===== config.mk =====
export PLATFORM = sky130hd
export DESIGN_NAME = ffj_judge
export DESIGN_NICKNAME = d
export VERILOG_FILES = /design/src/shared/ffj_pkg.sv /design/src/hw/ffj_judge.sv /design/src/hw/ffj_tick_div.sv
export SDC_FILE = /design/constraint.sdc
export NUM_CORES = 1
export LEC_CHECK = 0
export BUFFER_PORTS_ARGS = -buffer_cell sky130_fd_sc_hd__buf_2
export CAP_MARGIN = 5
export CORE_MARGIN = 2
export CORE_UTILIZATION = 58
export CTS_CLUSTER_DIAMETER = 50
export DETAILED_ROUTE_END_ITERATION = 8
export HOLD_SLACK_MARGIN = 0.08
export PLACE_DENSITY = 0.84
export SLEW_MARGIN = 25
export SYNTH_ARGS = -nofsm -noshare
export SYNTH_HDL_FRONTEND = slang
export SYNTH_SLANG_ARGS = --single-unit

===== constraint.sdc =====
create_clock -name i_clk_sys -period 2.7 [get_ports i_clk_sys]
set_input_delay 0.54 -clock i_clk_sys [delete_from_list [all_inputs] [get_ports i_clk_sys]]
set_output_delay 0.54 -clock i_clk_sys [all_outputs]
set_load 0.01 [all_outputs]

===== src/shared/ffj_pkg.sv =====
// Purpose: constants and types for the free-fall pulse judge
// Assumes: 100 MHz system clock
// Notes: judging time counted in ticks of a divided counting clock
package ffj_pkg;
	// ************************************************************
	// timing
	// ************************************************************
	localparam int unsigned SYS_CLK_HZ = 100_000_000;
	localparam int unsigned CNT_WIDTH = 16;
	localparam int unsigned JUDGE_TIME_MS = 100;
	// counting clock ceiling: 2^width / judging time, in Hz
	localparam longint unsigned CNT_CLK_MAX_HZ = (64'(1) << CNT_WIDTH) * 1000 / JUDGE_TIME_MS;
	// divider ratio rounded up so the tick rate stays below the ceiling
	localparam int unsigned TICK_DIV = int'((64'(SYS_CLK_HZ) + CNT_CLK_MAX_HZ - 1) / CNT_CLK_MAX_HZ) + 1;
	localparam int unsigned SW_WIDTH = 8;
	localparam int unsigned FILT_LEN = 4;
	localparam logic [SW_WIDTH-1:0] SW_RESET = 8'h00;
	localparam logic [CNT_WIDTH-1:0] COUNT_RESET = 16'h0000;

	// ************************************************************
	// types
	// ************************************************************
	typedef enum logic [1:0] {
		FFJ_IDLE = 2'b00,
		FFJ_COUNT = 2'b01,
		FFJ_ALARM = 2'b11
	} ffj_state_e;

	typedef struct packed {
		logic alarm_irq;
		logic lamp_on;
		logic standby_control_n;
	} ffj_out_s;
endpackage : ffj_pkg


===== src/hw/ffj_judge.sv =====
// Purpose: free-fall judge on the zero-gravity flag pulse width
// Assumes: flag arrives asynchronously from the sensor pin
// Notes: judging time from an 8-bit switch, scaled to the counter
module ffj_judge #(
	parameter int unsigned CNT_W = ffj_pkg::CNT_WIDTH,
	parameter int unsigned FILT = ffj_pkg::FILT_LEN
) (
	// clock and reset
	input wire logic i_clk_sys,
	input wire logic i_rstn,
	input wire logic i_ce,
	// sensor side
	input wire logic i_zero_gravity_flag,
	input wire logic i_run,
	// judging time switch
	input wire logic [ffj_pkg::SW_WIDTH-1:0] i_judge_sw,
	// outputs
	output ffj_pkg::ffj_out_s o_status,
	output logic [CNT_W-1:0] o_flag_pulse_width
);
	localparam int unsigned SW_W = ffj_pkg::SW_WIDTH;

	// ************************************************************
	// parameter checks
	// ************************************************************
	// the filter shifts at least two samples, and the switch needs
	// spare low bits below it in the counter
	initial begin
		if (CNT_W <= SW_W) $error("ffj_judge: CNT_W must exceed switch width");
		if (FILT < 2 || FILT > 32) $error("ffj_judge: FILT out of range");
		if (64'(ffj_pkg::SYS_CLK_HZ / ffj_pkg::TICK_DIV) >= ffj_pkg::CNT_CLK_MAX_HZ) begin
			$error("ffj_judge: counting tick too fast for the counter");
		end
	end

	// ************************************************************
	// input synchronisers
	// ************************************************************
	// flag, run and switch are asynchronous levels: two flops each;
	// a switch word caught mid-move settles a cycle later, harmless
	logic [1:0] flag_sync;
	logic [SW_W-1:0] sw_meta;
	logic [SW_W-1:0] sw_sync;
	logic [1:0] run_sync;

	always_ff @(posedge i_clk_sys or negedge i_rstn) begin
		if (!i_rstn) begin
			flag_sync <= 2'b00;
			sw_meta <= ffj_pkg::SW_RESET;
			sw_sync <= ffj_pkg::SW_RESET;
			run_sync <= 2'b00;
		end else if (i_ce) begin
			flag_sync <= {flag_sync[0], i_zero_gravity_flag};
			sw_meta <= i_judge_sw;
			sw_sync <= sw_meta;
			run_sync <= {run_sync[0], i_run};
		end
	end

	// ************************************************************
	// chatter filter
	// ************************************************************
	// a flag that stays put for FILT samples is accepted; a little
	// latency traded for immunity to short glitches
	logic [FILT-1:0] filt_hist;
	logic [FILT-1:0] next_filt_hist;
	logic flag_clean;
	logic next_flag_clean;

	// glitches shorter than FILT samples leave the clean flag alone
	// chatter filter, always in the flag path
	always_comb begin
		next_filt_hist = {filt_hist[FILT-2:0], flag_sync[1]};
		next_flag_clean = flag_clean;
		if (&next_filt_hist) begin
			next_flag_clean = 1'b1;
		end else if (~|next_filt_hist) begin
			next_flag_clean = 1'b0;
		end
	end

	always_ff @(posedge i_clk_sys or negedge i_rstn) begin
		if (!i_rstn) begin
			filt_hist <= '0;
			flag_clean <= 1'b0;
		end else if (i_ce) begin
			filt_hist <= next_filt_hist;
			flag_clean <= next_flag_clean;
		end
	end

	// ************************************************************
	// counting tick
	// ************************************************************
	// divider runs freely, so the first tick of a pulse comes
	// anywhere within one tick period: width error under one tick
	logic tick;

	ffj_tick_div #(
		.DIV(ffj_pkg::TICK_DIV)
	) u_tick (
		.i_clk_sys(i_clk_sys),
		.i_rstn(i_rstn),
		.i_ce(i_ce),
		.o_tick(tick)
	);

	// ************************************************************
	// count and compare
	// ************************************************************
	// switch value sits in the upper bits: 0..255 steps of 2^(CNT_W-8)
	// ticks, so the full switch range spans the counter range
	logic [CNT_W-1:0] judge_limit;
	// limit from switch setting
	// limitation: moving the switch mid-pulse moves the limit at once
	assign judge_limit = {sw_sync, {(CNT_W - SW_W){1'b0}}};

	ffj_pkg::ffj_state_e state;
	ffj_pkg::ffj_state_e next_state;
	logic [CNT_W-1:0] count;
	logic [CNT_W-1:0] next_count;
	ffj_pkg::ffj_out_s next_status;

	always_comb begin
		next_state = state;
		next_count = count;
		next_status = o_status;
		next_status.standby_control_n = run_sync[1];
		case (state)
			ffj_pkg::FFJ_IDLE: begin
				next_count = ffj_pkg::COUNT_RESET;
				next_status.alarm_irq = 1'b0;
				next_status.lamp_on = 1'b0;
				// limitation: run low blocks a new count, not a running one
				// restart from zero on rise
				if (flag_clean && run_sync[1]) begin
					next_state = ffj_pkg::FFJ_COUNT;
				end
			end
			ffj_pkg::FFJ_COUNT: begin
				if (!flag_clean) begin
					next_state = ffj_pkg::FFJ_IDLE;
					next_count = ffj_pkg::COUNT_RESET;
				end else if (count >= judge_limit) begin
					// >= so a limit lowered mid-count still trips
					// compare against judging time
					next_state = ffj_pkg::FFJ_ALARM;
					next_status.alarm_irq = 1'b1;
					next_status.lamp_on = 1'b1;
				end else if (tick) begin
					next_count = count + CNT_W'(1);
				end
			end
			ffj_pkg::FFJ_ALARM: begin
				// count frozen at the match for a reader of the width
				// hold alarm, count stopped
				if (!flag_clean) begin
					next_state = ffj_pkg::FFJ_IDLE;
					next_count = ffj_pkg::COUNT_RESET;
					next_status.alarm_irq = 1'b0;
					next_status.lamp_on = 1'b0;
				end
			end
			default: begin
				// unused code: back to a safe idle
				next_state = ffj_pkg::FFJ_IDLE;
				next_count = ffj_pkg::COUNT_RESET;
			end
		endcase
	end

	// ************************************************************
	// state and output registers
	// ************************************************************
	// every port comes from a flop; a reset drops the alarm even
	// while the flag stands
	// autonomous state update
	always_ff @(posedge i_clk_sys or negedge i_rstn) begin
		if (!i_rstn) begin
			state <= ffj_pkg::FFJ_IDLE;
			count <= ffj_pkg::COUNT_RESET;
			o_status <= '0;
			o_flag_pulse_width <= ffj_pkg::COUNT_RESET;
		end else if (i_ce) begin
			state <= next_state;
			count <= next_count;
			o_status <= next_status;
			o_flag_pulse_width <= next_count;
		end
	end
endmodule : ffj_judge


===== src/hw/ffj_tick_div.sv =====
// Purpose: counting clock enable divided from the main clock
// Assumes: one tick pulse every DIV cycles of i_clk_sys
// Notes: a tick enable, not a derived clock, to keep one domain
module ffj_tick_div #(
	parameter int unsigned DIV = ffj_pkg::TICK_DIV
) (
	// clock and reset
	input wire logic i_clk_sys,
	input wire logic i_rstn,
	input wire logic i_ce,
	// tick
	output logic o_tick
);
	localparam int unsigned W = (DIV > 1) ? $clog2(DIV) : 1;
	localparam logic [W-1:0] LAST = W'(DIV - 1);

	initial begin
		if (DIV < 2) $error("ffj_tick_div: DIV must be at least 2");
	end

	logic [W-1:0] cnt;
	logic [W-1:0] next_cnt;
	logic next_tick;

	always_comb begin
		next_cnt = cnt + W'(1);
		next_tick = 1'b0;
		if (cnt == LAST) begin
			next_cnt = '0;
			next_tick = 1'b1;
		end
	end

	always_ff @(posedge i_clk_sys or negedge i_rstn) begin
		if (!i_rstn) begin
			cnt <= '0;
			o_tick <= 1'b0;
		end else if (i_ce) begin
			cnt <= next_cnt;
			o_tick <= next_tick;
		end
	end
endmodule : ffj_tick_div


======== Word-level counts from Yosys, hierarchy flattened ========
Index checks and enable logic that the tools add are counted.
cells by class
  divide/modulo/power cells ............... 0
  reductions and logical operators ........ 9
  muxes and demuxes ....................... 16
  add/subtract/negate cells ............... 2
  bitwise logic cells ..................... 0
  shift operators ......................... 0
  multipliers ............................. 0
  order comparisons ....................... 1
  equality and inequality tests ........... 11
operators by type and width
  operator                                               number
  2-to-1 mux 16 bit                                      4
  case mux 16 bit (2 select lines)                       1
  adder 16 x 1 -> 16 bit, second input constant          1
  >= comparator 16 bit                                   1
  case mux 2 bit (3 select lines)                        2
  AND reduction 4 bit                                    3
  2-to-1 mux 2 bit                                       5
  inequality test 2 bit, second input constant           5
  adder 8 x 1 -> 8 bit, second input constant            1
  equality test 8 bit, second input constant             1
  2-to-1 mux 8 bit                                       1
  inequality test 3 bit, second input constant           2
  AND reduction 5 bit                                    1
  OR reduction 4 bit                                     1
  2-to-1 mux 1 bit                                       3
  inequality test 3 x 2 -> 1 bit, second input constant  1
  nonzero test 3 bit                                     1
  equality test 2 x 1 -> 1 bit, second input constant    1
  equality test 2 bit, second input constant             1
  logical NOT 2 bit                                      1
  AND reduction 2 bit                                    1
  logical AND 1 bit                                      1
storage, ports and cells
  input port bits ......................... 13
  bits in writable memories ............... 0
  register bits ........................... 54
  ROM bits ................................ 0
  memories ................................ 0
  bits in latches ......................... 0

======== Longest topological paths before layout ========
  word-level depth ........................ 5
  depth in mapped cells ................... 8
  depth with buffers taken out ............ 7

======== Hierarchy ========
Synthesis repeated with hierarchy kept, for this count alone.
unflattened totals
  cell total of the unflattened synthesis .. 262
  area total of the unflattened synthesis .. 2,756.4 µm²
by module, submodules not included
  module        times used  area each (µm²)  cells an instance  seq. area each (µm²)
  ffj_judge     1           2,284.7          219                1,101.1
  ffj_tick_div  1           471.7            43                 225.2

======== Worst setup path after synthesis ========
No wires, ideal clock.
  path type ............................... register to register
  from .................................... reg count[10]
  to ...................................... reg count[13]
  data arrival time ....................... 1.865 ns
  stages on the path, launching flop included .. 8
  path slack .............................. 0.756 ns
  path buffers ............................ 1
  data required time ...................... 2.621 ns
  setup time .............................. 0.079 ns
  path through ............................ dfrtp_1 > ha_1 > nor4bb_1 > a31oi_1 > a21oi_1 > buf_2 > nor4_1 > mux2i_1
on the way
  longest elaborated chain between the ends .. 5
  elaborated cells on any way between the ends .. 8
  classes of those cells .................. 1 x add/sub; 1 x order compare; 1 x eq/ne; 4 x mux; 1 x reduce/logical
RTL lines
  item                              RTL line          text
  from (decl)                       ffj_judge.sv:120  logic [CNT_W-1:0] count;
  from (signal assigned)            ffj_judge.sv:181  count <= ffj_pkg::COUNT_RESET;
  from (signal assigned)            ffj_judge.sv:186  count <= next_count;
  adder 16 x 1 -> 16 bit            ffj_judge.sv:151  next_count = count + CNT_W'(1);
  2-to-1 mux 16 bit                 ffj_judge.sv:150  end else if (tick) begin
  2-to-1 mux 16 bit                 ffj_judge.sv:144  end else if (count >= judge_limit) begin
  2-to-1 mux 16 bit                 ffj_judge.sv:141  if (!flag_clean) begin
  case mux 16 bit (2 select lines)  ffj_judge.sv:129  case (state)
Several ways; a longest one is shown, not always the timed one. The select of a mux whose other input is x is not followed.
A chain may end at the register's enable or synchronous reset.

======== Worst setup path in the final report ========
  from .................................... reg count[9]
  to ...................................... reg count[6]
on the way
  longest elaborated chain between the ends .. 3
RTL lines
  item                                    RTL line
  >= comparator 16 bit                    ffj_judge.sv:144
  inequality test 3 bit (no source line)  n/a
  AND reduction 4 bit (no source line)    n/a
Every way passes these cells.

==> out/qor.txt <==
status: completed
power density cells: 565 nW/µm²
Vias: 2029
total CTS buffers: 5
row count: 24
Post-synth EDFFs: 0
part of the cycle the worst path needs: 78.3%
Initial Util: 61.3%
Syn Nets: 282
vias per cell: 5.92
vias in the first global route: 1996
clk sinks: 53
Post-CTS Resized: 0
XOR/XNOR Fraction of Synth Area: 1.29%
non-filler instance count after layout: 343
Pleak: 0.00137 µW
Clk Latency, worst-skew pair: 0.32 ns
Critical Path Fanout Max: 22
leading cell types in the layout, fill and taps excluded: 53 x dfrtp_1, 31 x buf_2, 29 x nand2_1, 17 x mux2_2, 15 x inv_1
total track usage: 22.5%
VDD IR max: 0.444 mV
Iter 0 DRT Violations: 99
Worst slew margin: 55.9%
max cap viols: 0
most common cell after layout, fill and taps aside: dfrtp_1
setup TNS: 0 ns
Synth Area per Inst: 10.5 µm²
Setup Skew: 0.0127 ns
routed len/inst: 15.2 µm
post-synthesis simple-gate area fraction: 17.7%
Max Used Layer: met4
largest family of logic cells by synthesized area: simple AND/OR/NAND/NOR gates
CTS tree: yes
wl on met1: 2300 µm
CP Capture Type: flip-flop
adder-cell share of the synthesized area: 5.55%
worst hold path class: in -> async
P&R area growth vs syn: 12.0%
Arr. time, crit path: 2.31 ns
Cells after DPL: 335
Clock Pin Slew Worst Setup and Hold Paths: 0.10 ns
Final min period: 2.11 ns
Critical Path Start Type: flip-flop
I/O pin total: 32
H-tree level count: 2
WL met2: 2560 µm
RD Place Congestion: 0.901
Fmax: 473 MHz
layout cells sized above 1: 24.1%
mux cell area share after synthesis: 9.66%
Compound-Gate Fraction of Synth Area: 12.6%
initial antenna violation count: 0
Seq cells post-synth: 53
root buf cell: clkbuf_8
Post-Syn Area: 2710 µm²
Die H: 72.3 µm
first-pass GRT wire length: 9160 µm
Post-DP HPWL: 3850 µm
final hold vios: 0
Die ar.: 5230 µm²
Slew @ Worst Pin: 0.655 ns
number of diodes: 0
layout net count: 315
max-slew violation count: 0
Die X: 72.3 µm
CTS Buffer Depth: 2
total congestion overflow: 0
ys async rst share: 100%
met3 wire len: 208 µm
share of the yosys chip area belonging to registers: 49.0%
Cells after Synth: 257
drc violations: 0
TritonRoute pass-1 iters: 4
IO Port Bufs: 31
number of post-CTS setup repair buffers: 0
unrepaired setup endpoints after global routing: no
Main synth FF type: dfrtp_1
largest net degree at the start of global routing: 39
Hold-fix buffers, CTS: 0
Finish-stage setup viols: 0
classification of the worst setup path: reg -> reg
number of distinct library cells after synthesis: 45
final WL: 5200 µm
core box area: 4410 µm²
Yosys warnings: 0
antenna-violating nets left: 0
Crit path required time: 2.90 ns
-- state kept, by name, indices dropped and copies added, names as in the netlist --
name	flops
u_tick.cnt	8
sw_sync	8
flag_clean	1
state	2
sw_meta	8
flag_sync	2
o_status	2
filt_hist	3
count	16
u_tick.o_tick	1
run_sync	2
-- kinds of logic (layout without fill, tap and decap cells) --
logic type | count (synthesis) | after routing
AO/OA/AOI/OAI | 48 | 48
XOR/XNOR | 4 | 4
adder cells (fa/ha/maj) | 12 | 12
buffers and inverters | 27 | 61
flip-flops | 53 | 53
multiplexers | 24 | 24
AND/OR/NAND/NOR | 89 | 89
-- area by class of cell --
| type | count | area [µm²] |
|---|---|---|
| multi-input combinational | 177 | 1270 |
| clock buffer | 6 | 72.6 |
| clock inverter | 2 | 38.8 |
| inverter | 16 | 60.1 |
| tap | 52 | 65.1 |
| timing repair buffer | 37 | 200 |
| fill | 349 | 1380 |
| sequential | 53 | 1330 |
-- stage by stage --
stage | utilization, % | hold WS [ns] | setup WS (ns) | area (µm²) | power [µW]
after global placement | 66.2 | 0.463 | 0.625 | 2920 | 1170
after CTS | 68.7 | 0.183 | 0.577 | 3030 | 1720
after global routing | 68.7 | 0.204 | 0.357 | 3030 | 1800
after detailed placement | 66.2 | 0.476 | 0.553 | 2920 | 1190
after floorplan | - | 0.244 | 0.756 | 2710 | 1110
final | 68.7 | 0.179 | 0.586 | 3030 | 1710
-- worst max-delay path, stage by stage, from the launching register on --
cell and delay [ns]:
dfrtp_1 0.44, ha_1 0.32, nor2b_1 0.13, o31ai_1 0.26, a21oi_1 0.11, buf_4 0.21, or2_1 0.29, o41ai_1 0.25
-- worst paths after layout --
kind / start / cells past startpoint / slack, ns / endpoint
max in group asynchronous: i_rstn / 2 / 1.88 / state[0]
min: i_rstn / 1 / 0.18 / count[12]
max: count[9] / 7 / 0.59 / count[6]
min in group i_clk_sys: i_judge_sw[3] / 2 / 0.45 / sw_meta[3]
min reg2reg: sw_meta[3] / 2 / 0.49 / sw_sync[3]
max reg2reg: count[9] / 7 / 0.59 / count[6]
-- power by group --
| group | leakage [µW] | switching (µW) | internal (µW) |
|---|---|---|---|
| clock | 0.0000554 | 260 | 279 |
| sequential | 0.000680 | 76.9 | 879 |
| combinational | 0.000633 | 117 | 101 |
-- synth_stat cells (3+ instances only) --
library cell   n  share of area [%]
nor4_1         4               0.92
nand4_1        6                1.4
nand2_1       29                4.0
nor3_1         5               0.92
or3_1          8                1.8
o22ai_1        3               0.69
o311ai_0       5                1.6
o21ai_0       13                2.4
mux2_2        17                7.1
nand2b_1       4               0.92
nand3_1        9                1.7
nor2_1         9                1.2
clkbuf_1       6               0.83
ha_1          12                5.5
mux2i_1        7                2.6
dfrtp_1       53                 49
buf_2          3               0.55
a21oi_1        8                1.5
inv_1         15                2.1
and3_1         4               0.92
o41ai_1        5                1.6
-- metal layers --
metal / GRT usage [%] / vias up
li1: - / 997
met1: 29.4 / 981
met2: 36.2 / 42
met3: 4.72 / 9
met4: 10.1 / 0
met5: 0 / -
(Power assumes the default switching activity.)
